===== config.mk =====
export PLATFORM = sky130hd
export DESIGN_NAME = tss_status_bank
export DESIGN_NICKNAME = d
export VERILOG_FILES = /design/src/tss_pkg.sv /design/src/tss_status_bank.sv
export VERILOG_INCLUDE_DIRS = /design/src
export SDC_FILE = /design/constraint.sdc
export NUM_CORES = 1
export LEC_CHECK = 0
export ABC_AREA = 1
export BUFFER_PORTS_ARGS = -buffer_cell sky130_fd_sc_hd__buf_2
export CAP_MARGIN = 0
export CORE_UTILIZATION = 45
export DETAILED_ROUTE_END_ITERATION = 8
export GPL_TIMING_DRIVEN = 0
export MAX_ROUTING_LAYER = met4
export PLACE_DENSITY = 0.66
export REMOVE_ABC_BUFFERS = 1
export SLEW_MARGIN = 0
export SYNTH_ARGS = -nofsm -noshare
export SYNTH_HDL_FRONTEND = slang
export SYNTH_SLANG_ARGS = --single-unit

===== constraint.sdc =====
create_clock -name clk_in -period 2.51 [get_ports clk_in]
set_input_delay 0.3765 -clock clk_in [delete_from_list [all_inputs] [get_ports clk_in]]
set_output_delay 0.3765 -clock clk_in [all_outputs]
set_load 0.01 [all_outputs]

===== src/tss_regs.svh =====
// Frame addresses, encodings and field positions of the status bank.
// Assumes frame addresses arrive already as register number minus one.
`ifndef TSS_REGS_SVH
`define TSS_REGS_SVH

// Frame addresses
`define TSS_ADDR_SWITCH_POSITION    16'h03e8
`define TSS_ADDR_NORMAL_STATE       16'h03ea
`define TSS_ADDR_ALTERNATE_STATE    16'h03ec
`define TSS_ADDR_SRC1_VALIDITY      16'h03ed
`define TSS_ADDR_SRC1_CONDITIONS    16'h03ee
`define TSS_ADDR_SRC2_VALIDITY      16'h03ef
`define TSS_ADDR_SRC2_CONDITIONS    16'h03f0
`define TSS_ADDR_SHED_CAPABILITY    16'h03fc
`define TSS_ADDR_SHED_STATE         16'h03fd
`define TSS_ADDR_GEN_CAPABILITY     16'h03fe
`define TSS_ADDR_GEN_STATE          16'h03ff
`define TSS_ADDR_OPERATING_MODE     16'h044b

// Switch position codes
`define TSS_POS_NORMAL              16'h0001
`define TSS_POS_ALTERNATE           16'h0002
`define TSS_POS_OFF                 16'h0004
`define TSS_POS_ERROR               16'h0000

// Capability codes
`define TSS_SUPPORTED               16'h0001
`define TSS_NOT_SUPPORTED           16'h0000

// Condition bit positions
`define TSS_BIT_PHASE_SEQ           0
`define TSS_BIT_NEUTRAL_POS         1
`define TSS_BIT_UNBALANCE           2
`define TSS_BIT_NEUTRAL_LOSS        3

// Pole counts
`define TSS_POLES_THREE             3'h3
`define TSS_POLES_FOUR              3'h4

// Exception code and reset values
`define TSS_EXC_NONE                8'h00
`define TSS_EXC_ILLEGAL_ADDR        8'h02
`define TSS_ZERO16                  16'h0000
`define TSS_ZERO8                   8'h00

`endif


===== src/tss_pkg.sv =====
// Types shared by the transfer switch status bank.
// Assumes the constants header supplies all other numeric codes.
package tss_pkg;

    typedef enum logic [1:0] {
        TSS_SRC_IN_RANGE   = 2'b00,
        TSS_SRC_OUT_RANGE  = 2'b01,
        TSS_SRC_NO_VOLTAGE = 2'b10
    } tss_src_state_e;

    typedef enum logic [1:0] {
        TSS_GEN_INACTIVE = 2'b00,
        TSS_GEN_ACTIVE   = 2'b01,
        TSS_GEN_UNABLE   = 2'b10
    } tss_gen_state_e;

    typedef enum logic [2:0] {
        TSS_MODE_INIT      = 3'b000,
        TSS_MODE_AUTO      = 3'b001,
        TSS_MODE_TEST      = 3'b010,
        TSS_MODE_VOLUNTARY = 3'b011,
        TSS_MODE_REMOTE    = 3'b100,
        TSS_MODE_LOCAL     = 3'b101
    } tss_mode_e;

endpackage


===== src/tss_status_bank.sv =====
// Read-only status register bank of a transfer switching controller.
// Assumes the frame decoder runs on clk_in and status pins are asynchronous.
`timescale 1ns/100ps
`include "tss_regs.svh"

module tss_status_bank (
    // Clock and reset
    input  wire logic        clk_in,
    input  wire logic        rst_b_in,
    // Register request from frame decoder
    input  wire logic        req_valid_in,
    input  wire logic        req_write_in,
    input  wire logic [15:0] req_addr_in,
    // Register answer
    output logic             rsp_valid_out,
    output logic [15:0]      rsp_data_out,
    output logic             rsp_exc_out,
    output logic [7:0]       rsp_exc_code_out,
    // Switch position sensing
    input  wire logic        at_normal_in,
    input  wire logic        at_alternate_in,
    input  wire logic        at_off_in,
    // Source supervision
    input  wire logic [1:0]  normal_state_in,
    input  wire logic [1:0]  alternate_state_in,
    input  wire logic [7:0]  src1_valid_in,
    input  wire logic [7:0]  src1_cond_in,
    input  wire logic [7:0]  source_two_valid_in,
    input  wire logic [7:0]  source_two_cond_in,
    // Straps
    input  wire logic [2:0]  pole_count_in,
    input  wire logic        shed_supported_in,
    input  wire logic        gen_supported_in,
    // Function status
    input  wire logic        shed_active_in,
    input  wire logic [1:0]  gen_state_in,
    input  wire logic [2:0]  mode_in
);

    ////////////////////////////////////////////////////////////////////////////
    // Two-flop synchronisers for all status pins
    // Request port shares clk_in and skips them

    localparam int PIN_W = 50;

    logic [PIN_W-1:0] pin_meta;
    logic [PIN_W-1:0] pin_sync;
    logic [PIN_W-1:0] pin_raw;

    assign pin_raw = {at_normal_in, at_alternate_in, at_off_in,
                      normal_state_in, alternate_state_in,
                      src1_valid_in, src1_cond_in,
                      source_two_valid_in, source_two_cond_in,
                      pole_count_in, shed_supported_in, gen_supported_in,
                      shed_active_in, gen_state_in, mode_in};

    always_ff @(posedge clk_in) begin
        if (!rst_b_in) begin
            pin_meta <= '0;
            pin_sync <= '0;
        end else begin
            pin_meta <= pin_raw;
            pin_sync <= pin_meta;
        end
    end

    logic        s_at_normal;
    logic        s_at_alternate;
    logic        s_at_off;
    logic [1:0]  s_normal_state;
    logic [1:0]  s_alternate_state;
    logic [7:0]  s_src1_valid;
    logic [7:0]  s_src1_cond;
    logic [7:0]  s_src2_valid;
    logic [7:0]  s_src2_cond;
    logic [2:0]  s_pole_count;
    logic        s_shed_supported;
    logic        s_gen_supported;
    logic        s_shed_active;
    logic [1:0]  s_gen_state;
    logic [2:0]  s_mode;

    assign {s_at_normal, s_at_alternate, s_at_off,
            s_normal_state, s_alternate_state,
            s_src1_valid, s_src1_cond,
            s_src2_valid, s_src2_cond,
            s_pole_count, s_shed_supported, s_gen_supported,
            s_shed_active, s_gen_state, s_mode} = pin_sync;

    ////////////////////////////////////////////////////////////////////////////
    // Straps captured once after reset release
    // A strap change needs a fresh reset

    logic        strap_taken;
    logic [2:0]  pole_count;
    logic        shed_supported;
    logic        gen_supported;
    logic [1:0]  strap_wait;

    always_ff @(posedge clk_in) begin
        if (!rst_b_in) begin
            strap_wait     <= 2'h0;
            strap_taken    <= 1'b0;
            pole_count     <= 3'h0;
            shed_supported <= 1'b0;
            gen_supported  <= 1'b0;
        end else if (!strap_taken) begin
            if (strap_wait == 2'h2) begin
                strap_taken    <= 1'b1;
                pole_count     <= s_pole_count;
                shed_supported <= s_shed_supported;
                gen_supported  <= s_gen_supported;
            end else begin
                strap_wait <= strap_wait + 2'h1;
            end
        end
    end

    ////////////////////////////////////////////////////////////////////////////
    // Pole-count masks for condition bits
    // Bits that do not apply read zero

    logic       is_four_pole;
    logic       is_three_or_four_pole;
    logic [7:0] pole_mask;

    assign is_four_pole          = (pole_count == `TSS_POLES_FOUR);
    assign is_three_or_four_pole = is_four_pole || (pole_count == `TSS_POLES_THREE);

    always_comb begin
        pole_mask                       = 8'hff;
        pole_mask[`TSS_BIT_PHASE_SEQ]    = is_four_pole;
        pole_mask[`TSS_BIT_NEUTRAL_POS]  = is_four_pole;
        pole_mask[`TSS_BIT_NEUTRAL_LOSS] = is_four_pole;
        pole_mask[`TSS_BIT_UNBALANCE]    = is_three_or_four_pole;
    end

    ////////////////////////////////////////////////////////////////////////////
    // Switch position register
    // None or several sense lines high reads as error

    logic [15:0] switch_position;
    logic [15:0] next_switch_position;

    always_comb begin
        if (s_at_normal && !s_at_alternate && !s_at_off) begin
            next_switch_position = `TSS_POS_NORMAL;
        end else if (!s_at_normal && s_at_alternate && !s_at_off) begin
            next_switch_position = `TSS_POS_ALTERNATE;
        end else if (!s_at_normal && !s_at_alternate && s_at_off) begin
            next_switch_position = `TSS_POS_OFF;
        end else begin
            next_switch_position = `TSS_POS_ERROR;
        end
    end

    always_ff @(posedge clk_in) begin
        if (!rst_b_in) begin
            switch_position <= `TSS_POS_ERROR;
        end else begin
            switch_position <= next_switch_position;
        end
    end

    ////////////////////////////////////////////////////////////////////////////
    // Source state registers

    tss_pkg::tss_src_state_e normal_state;
    tss_pkg::tss_src_state_e alternate_state;

    tss_pkg::tss_src_state_e next_normal_state;
    tss_pkg::tss_src_state_e next_alternate_state;

    // Code 3 reads as no voltage
    always_comb begin
        case (s_normal_state)
            2'h0:    next_normal_state = tss_pkg::TSS_SRC_IN_RANGE;
            2'h1:    next_normal_state = tss_pkg::TSS_SRC_OUT_RANGE;
            default: next_normal_state = tss_pkg::TSS_SRC_NO_VOLTAGE;
        endcase
    end

    always_comb begin
        case (s_alternate_state)
            2'h0:    next_alternate_state = tss_pkg::TSS_SRC_IN_RANGE;
            2'h1:    next_alternate_state = tss_pkg::TSS_SRC_OUT_RANGE;
            default: next_alternate_state = tss_pkg::TSS_SRC_NO_VOLTAGE;
        endcase
    end

    always_ff @(posedge clk_in) begin
        if (!rst_b_in) begin
            normal_state    <= tss_pkg::TSS_SRC_NO_VOLTAGE;
            alternate_state <= tss_pkg::TSS_SRC_NO_VOLTAGE;
        end else begin
            normal_state    <= next_normal_state;
            alternate_state <= next_alternate_state;
        end
    end

    ////////////////////////////////////////////////////////////////////////////
    // Validity and condition registers

    logic [7:0] src1_validity;
    logic [7:0] src1_conditions;
    logic [7:0] src2_validity;
    logic [7:0] src2_conditions;

    always_ff @(posedge clk_in) begin
        if (!rst_b_in) begin
            src1_validity   <= `TSS_ZERO8;
            src1_conditions <= `TSS_ZERO8;
            src2_validity   <= `TSS_ZERO8;
            src2_conditions <= `TSS_ZERO8;
        end else begin
            src1_validity   <= s_src1_valid & pole_mask;
            src1_conditions <= s_src1_cond & pole_mask;
            src2_validity   <= s_src2_valid & pole_mask;
            src2_conditions <= s_src2_cond & pole_mask;
        end
    end

    ////////////////////////////////////////////////////////////////////////////
    // Load shedding, generator control and mode

    logic                    shed_active;
    tss_pkg::tss_gen_state_e gen_state;
    tss_pkg::tss_mode_e      operating_mode;

    // Unsupported shedding never reads active
    always_ff @(posedge clk_in) begin
        if (!rst_b_in) begin
            shed_active <= 1'b0;
        end else begin
            shed_active <= shed_supported && s_shed_active;
        end
    end

    always_ff @(posedge clk_in) begin
        if (!rst_b_in) begin
            gen_state <= tss_pkg::TSS_GEN_INACTIVE;
        end else if (!gen_supported) begin
            gen_state <= tss_pkg::TSS_GEN_UNABLE;
        end else if (s_gen_state == 2'h0) begin
            gen_state <= tss_pkg::TSS_GEN_INACTIVE;
        end else if (s_gen_state == 2'h1) begin
            gen_state <= tss_pkg::TSS_GEN_ACTIVE;
        end else begin
            gen_state <= tss_pkg::TSS_GEN_UNABLE;
        end
    end

    // Codes 6 and 7 keep the last legal mode
    always_ff @(posedge clk_in) begin
        if (!rst_b_in) begin
            operating_mode <= tss_pkg::TSS_MODE_INIT;
        end else if (s_mode <= tss_pkg::TSS_MODE_LOCAL) begin
            operating_mode <= tss_pkg::tss_mode_e'(s_mode);
        end
    end

    ////////////////////////////////////////////////////////////////////////////
    // Address decode
    // Frame address is register number minus one

    logic [15:0] next_rsp_data;
    logic        next_hit;

    always_comb begin
        next_rsp_data = `TSS_ZERO16;
        next_hit      = 1'b1;
        if (req_addr_in == `TSS_ADDR_SWITCH_POSITION) begin
            next_rsp_data = switch_position;
        end else if (req_addr_in == `TSS_ADDR_NORMAL_STATE) begin
            next_rsp_data = {14'h0000, normal_state};
        end else if (req_addr_in == `TSS_ADDR_ALTERNATE_STATE) begin
            next_rsp_data = {14'h0000, alternate_state};
        end else if (req_addr_in == `TSS_ADDR_SRC1_VALIDITY) begin
            next_rsp_data = {`TSS_ZERO8, src1_validity};
        end else if (req_addr_in == `TSS_ADDR_SRC1_CONDITIONS) begin
            next_rsp_data = {`TSS_ZERO8, src1_conditions};
        end else if (req_addr_in == `TSS_ADDR_SRC2_VALIDITY) begin
            next_rsp_data = {`TSS_ZERO8, src2_validity};
        end else if (req_addr_in == `TSS_ADDR_SRC2_CONDITIONS) begin
            next_rsp_data = {`TSS_ZERO8, src2_conditions};
        end else if (req_addr_in == `TSS_ADDR_SHED_CAPABILITY) begin
            next_rsp_data = shed_supported ? `TSS_SUPPORTED : `TSS_NOT_SUPPORTED;
        end else if (req_addr_in == `TSS_ADDR_SHED_STATE) begin
            next_rsp_data = {15'h0000, shed_active};
        end else if (req_addr_in == `TSS_ADDR_GEN_CAPABILITY) begin
            next_rsp_data = gen_supported ? `TSS_SUPPORTED : `TSS_NOT_SUPPORTED;
        end else if (req_addr_in == `TSS_ADDR_GEN_STATE) begin
            next_rsp_data = {14'h0000, gen_state};
        end else if (req_addr_in == `TSS_ADDR_OPERATING_MODE) begin
            next_rsp_data = {13'h0000, operating_mode};
        end else begin
            next_hit = 1'b0;
        end
    end

    ////////////////////////////////////////////////////////////////////////////
    // Answer registers
    // Writes answer with zero and change nothing

    always_ff @(posedge clk_in) begin
        if (!rst_b_in) begin
            rsp_valid_out    <= 1'b0;
            rsp_data_out     <= `TSS_ZERO16;
            rsp_exc_out      <= 1'b0;
            rsp_exc_code_out <= `TSS_EXC_NONE;
        end else begin
            rsp_valid_out <= req_valid_in;
            if (req_valid_in) begin
                if (!next_hit) begin
                    rsp_data_out     <= `TSS_ZERO16;
                    rsp_exc_out      <= 1'b1;
                    rsp_exc_code_out <= `TSS_EXC_ILLEGAL_ADDR;
                end else begin
                    rsp_data_out     <= req_write_in ? `TSS_ZERO16 : next_rsp_data;
                    rsp_exc_out      <= 1'b0;
                    rsp_exc_code_out <= `TSS_EXC_NONE;
                end
            end
        end
    end

endmodule


==> results of run 1 <==
path summary, 6_finish.rpt:
path                        end              startpoint
max             rsp_data_out[0]          req_addr_in[0]
max reg2reg       pole_count[2]           strap_wait[0]
min reg2reg  src2_conditions[4]            pin_sync[15]
min                pin_meta[25]  source_two_valid_in[6]
sequential cells by signal (all words and copies together) (netlist names), 2 cells and up:
name / flops
rsp_data_out: 8
src1_validity: 8
pole_count: 3
switch_position: 3
pin_sync: 50
strap_wait: 2
alternate_state: 2
src2_conditions: 8
normal_state: 2
src2_validity: 8
pin_meta: 50
gen_state: 2
operating_mode: 3
src1_conditions: 8
per-layer routing:
metal	part of all wire (%)	vias to the layer above	global-route usage [%]
li1	-	2196	-
met1	46	1678	17.3
met2	47	90	27.0
met3	4.7	21	4.66
met4	2.5	0	8.92
met5	0	-	-
critical path: cells and delay by family:
family                 cells  cell delay [ns]
AOI/OAI and AO/OA          3             0.36
buffers and inverters      4             0.40
and+or+nand+nor            7             0.82
layout by cell type (no fill, tap or decap), types with 7 or more instances in the layout:
cell type / n
buf_2: 79
nand3_1: 13
nor2_1: 62
dfxtp_1: 163
nand4_1: 7
conb_1: 15
inv_1: 163
clkbuf_16: 17
o21ai_0: 11
a21oi_1: 15
inv_2: 7
nand2_1: 176
synth_stat cells, types with 4 or more instances:
library cell / n
nand2_2: 4
a21oi_1: 15
nand2_1: 176
inv_1: 163
nand4_1: 7
nor2_1: 62
buf_4: 17
or2_2: 4
clkbuf_1: 17
dfxtp_1: 163
o21ai_0: 11
nor2_2: 4
nand3_1: 13
inv_2: 7
o21ai_1: 5
nor3_1: 5
through the flow:
stage                     area, sq um  power, W  hold WS, ns  cells  setup slack, ns
after floorplan                  5540   0.00302        0.390    687            0.799
after global placement           6150   0.00315        0.398    935            -1.22
after detailed placement         6180   0.00317        0.396    936            0.392
after CTS                        6820   0.00590        0.119    967            0.835
after global routing             6820   0.00607        0.125    967            0.615
final                            6820   0.00582        0.140    967            0.833
layout make-up:
class                           count  area share (%)
Tap cell                          168            3.08
Clock buffer                       18            6.29
Clock inverter                     13            3.06
Timing Repair Buffer               81            6.31
Multi-Input combinational cell    352            23.9
Inverter                          172            9.47
Sequential cell                   163            47.8
cell families after synthesis:
kind of cell    share of synthesized area [%]
buf+inv                                  14.7
flops                                    57.4
simple gates                             22.8
compound gates                           4.74
other cells                            0.0660
fa+ha+maj                               0.220
power groups by stage:
stage          clock network [W]  registers [W]  logic (W)
6_report                 0.00271        0.00278   0.000330
5_1_grt                  0.00289        0.00279   0.000392
4_1_cts                  0.00278        0.00278   0.000337
3_5_place_dp                   0        0.00284   0.000335
3_3_place_gp                   0        0.00283   0.000320
2_1_floorplan                  0        0.00282   0.000197
==> run metrics, run 1 <==
status=finished clean; post-cts sizing count=0; Max Slew Vio Count=0; ys async rst share=0%; Flop pwr share=a little under half; first-pass GRT wire length=15.7 mm; core box area=12200 sq um; worst vdd ir=0.449 mV; fill count=~1100; ys flop type=dfxtp_1; Post-Synthesis Cells=707; Post-DRT Antenna Nets=0; GRT Total Usage=between 10% and 20%; 1st-pass router iterations=4; Worst Hold Depth=3; CP required=around 2.8 ns; Vias=roughly 4000; vias in the first global route=~3800; clock power share=46.6%; period utilization=roughly two thirds; GRT overflow=0; Fmax=between 500 and 600 MHz; # setup viols final=0; CP peak stage delay=approximately 0.26 ns; drt total wl=around 9 mm; CP max FO=7; Critical Path, Cell by Cell=buf_2 -> inv_2 -> nand2_1 -> nor2_1 -> inv_2 -> nor2_8 -> inv_2 -> o211ai_2 -> o21bai_1 -> nand3_1 -> nand2_1 -> nand2_1 -> nand3_1 -> a21oi_1; Critical Path Sink Type=flip-flop; TNS Setup=0 ns; Synth cell types=35; H-tree depth=4; initial DRC count=~150; io pins=96; Die Wd=between 100 and 150 microns; clock sink total=around 160; area leader, netlist=dfxtp_1; Starting Density=46.7%; R2R Setup Slk=1.20 ns; share of cells above drive strength 1=17.9%; Core Util, Final=a little under three fifths; Worst Clk Skew=between 0.004 and 0.005 ns; Root Driver=clkbuf_16; gpl congestion=about 0.9; PortBufs=80; Worst Setup Start Kind=input pin; Power per Cell Area=854 nW/um^2; cell row count=40; chip height=about 110 microns; Post-synth EDFFs=0; synth top area cells=dfxtp_1 57%, nand2_1 12%, inv_1 11%; dpl hpwl=around 6.5 mm; Bufs on Longest Clock Path=2; Final Hold Viols=0; wire per inst=roughly 9.4 microns; CP arrival=a little under 2 ns; largest net degree at the start of global routing=96; switching power total=between 0.001 and 0.0015 W; post-layout min period=about 1.7 ns; Final nets=approximately 860; hold crit path type=in -> reg; CTS clk-pin slew, worst paths=0.06 ns; worst skew pair latency=a little over 0.4 ns; share of the synthesized area in the top cell type=around 57%; Leak Pwr=slightly below 4 nW; Avg Vias per Cell=4.12; Post-Syn Area=5680 sq um; Syn Area/Cell=between 8 and 9 sq um; multi-input combinational cell area=approximately 1600 sq um; post-CTS setup buffers=0; CTS buffer count=17; RSZ-0062 raised after global routing=no; CTS tree=built; initial antenna violation count=0; die footprint=~13000 sq um; Worst slew margin=about three fifths; Antenna Cells=0; Worst-Margin Slew=around 0.57 ns; Crit-path slowest cell=nor2_1; DRC errors left=0; Net Sw Frac=about a fifth; Syn. warnings=0; Post-CTS Hold Fix Bufs=0; Area growth syn-to-layout=20.1%; register area share after synthesis=between 50% and 60%; combinational fraction of design power=5.7%; crit path kind=in -> reg; worst-case reg-to-reg path depth=7; # Max-Cap Violations=0; synthesized flop and latch total=~160; FF+latch area=3260 sq um; Internal=about 0.0046 W
Power figures use the tool's default switching activity.
==> run 2, diff against run 1 <==
--- a/config.mk
+++ b/config.mk
@@ -13,7 +13,7 @@
 export DETAILED_ROUTE_END_ITERATION = 8
 export GPL_TIMING_DRIVEN = 0
 export MAX_ROUTING_LAYER = met4
-export PLACE_DENSITY = 0.66
+export PLACE_DENSITY = 0.69
 export REMOVE_ABC_BUFFERS = 1
 export SLEW_MARGIN = 0
 export SYNTH_ARGS = -nofsm -noshare
==> constraint.sdc (replaced) <==
create_clock -name clk_in -period 1.4 [get_ports clk_in]
set_input_delay 0.21 -clock clk_in [delete_from_list [all_inputs] [get_ports clk_in]]
set_output_delay 0.21 -clock clk_in [all_outputs]
set_load 0.01 [all_outputs]
==> run 2 against run 1 <==
Critical endpoint unchanged. The run now ends with negative setup slack left. Final cell count grew 6.7%. Total power grew 70%. Register-to-register slack lost 1.1 ns.
==> run metrics, run 2 (synthesis gave the netlist of run 1 again) <==
Antenna Cells=0; share of cells above drive strength 1=a little over a fifth; failing checks=negative setup slack; CTS clk-pin slew, worst paths=around 0.06 ns; worst skew pair latency=0.42 ns; io pins=96; CP required=roughly 1.7 ns; Area growth syn-to-layout=32.7%; Die Wd=about 110 microns; Starting Density=46.7%; commonest non-fill, non-tap cells in the layout=169 x nand2_1, 163 x dfxtp_1, 162 x inv_1; Vias=4244; PortBufs=80; TNS Setup=-0.000428 ns; 1st-pass router iterations=4; final instance area=between 7000 and 8000 sq um; status=complete, but fails checks; RSZ-0062 raised after global routing=yes; chip height=114 microns; Avg Vias per Cell=~4; final setup margin=-0.000428 ns; die footprint=~13000 sq um; most common cell after layout, fill and taps aside=nand2_1; Root Driver=clkbuf_16; clock sink total=163; met3 Use GR=between 4 and 5%; Final Hold Viols=0; largest net degree at the start of global routing=85; # setup viols final=1; dpl hpwl=roughly 6.0 mm; met2 Use GR=approximately 28%; initial DRC count=185; Worst Setup Start Kind=input pin; Leak Pwr=between 4 and 5 nW; cell row count=40; hold crit path type=in -> reg; Bufs on Longest Clock Path=2; Power per Cell Area=about 1300 nW/um^2; # Max-Cap Violations=0; first-pass GRT wire length=around 16 mm; worst vdd ir=~0.76 mV; Worst Clk Skew=roughly 0.014 ns; Fmax=slightly above 700 MHz; vias in the first global route=just under 4000; Post-DRT Antenna Nets=0; drt total wl=a little under 10 mm; GRT met1 Usage=approximately 18%; GRT overflow=0; fill count=1027; period utilization=100%; CTS tree=built; core box area=between 10000 and 15000 sq um; GRT Total Usage=about 17%; H-tree depth=4; gpl congestion=0.864; CP arrival=roughly 1.7 ns; Placed Area=between 6000 and 7000 sq um; Final nets=923; Critical Path Sink Type=flip-flop; layer with the highest usage=met2; Final Power=0.00989 W; initial antenna violation count=0; Max Slew Vio Count=0; CP max FO=7; DRC errors left=0; post-layout min period=around 1.4 ns; dpl ws=-0.559 ns; crit path kind=in -> reg; biggest regs=pin_meta: 50 flops, pin_sync: 50 flops; wire per inst=slightly below 10 microns; CTS buffer count=17; Fin Hold WS=roughly 0.11 ns
run 2: cell count changes in the layout (fill, tap and decap cells not counted), moves of 3 or more:
cell,delta
buf_2,-7
buf_4,+15
buf_6,+6
bufinv_16,-5
clkbuf_8,+3
dlygate4sd3_1,+51
nand2_1,-7
nand2_2,+3
nand2_4,+4
nor2_1,-4
nor2_4,+5
nor3_1,-3
run 2: what timing repair did:
item,CTS,global route
buffers inserted,3,11
hold endpoints to repair,52,0
endpoints found under the setup margin,11,13
hold buffers,51,0
pin swaps,4,20
resized for setup,7,42
run 2: final timing paths:
path	from	endpoint	slack, ns	cells after the start
setup / recovery	req_addr_in[15]	rsp_data_out[0]	-0.0004	14
hold / removal	req_valid_in	rsp_exc_code_out[1]	0.11	3
setup reg to reg	gen_supported	rsp_data_out[0]	0.11	10
hold reg to reg	pin_sync[14]	src2_conditions[3]	0.41	2
run 2: layer usage:
metal | up-vias | share of wire (%)
met5 | - | 0
met4 | 0 | 1.6
met3 | 11 | 3.5
met2 | 73 | 50
met1 | 1842 | 45
li1 | 2318 | -
run 2: critical path: stages:
cell and delay [ns]:
buf_2 0.12, nor2_4 0.10, nand2_4 0.08, nor2_8 0.16, nand2_8 0.11, nor2_8 0.16
clkinv_4 0.09, o211ai_2 0.18, o21bai_4 0.15, nand3_2 0.09, nand2_2 0.07, nand2_1 0.05
nand3_1 0.06, a21oi_1 0.06
run 2: layout make-up:
class / instances / area (sq um) / area share (%)
sequential: 163 / 3260 / 43.3
multi-input combinational: 352 / 1770 / 23.5
timing repair buffer: 146 / 1090 / 14.4
inverter: 172 / 659 / 8.75
clock buffer: 21 / 470 / 6.24
tap: 168 / 210 / 2.79
clock inverter: 10 / 76.3 / 1.01
run 2: stage by stage:
step | instances | util (%)
2_1_floorplan | 687 | -
3_3_place_gp | 935 | 50.6
3_5_place_dp | 936 | 50.8
4_1_cts | 1021 | 59.9
5_1_grt | 1032 | 62.0
6_report | 1032 | 62.0
run 2: power breakdown:
part           total [W]  leakage [nW]  switching (W)  internal [W]
registers        0.00498          1.34      0.0000875       0.00489
logic           0.000752          2.59       0.000417      0.000336
clock network    0.00416         0.262        0.00176       0.00241
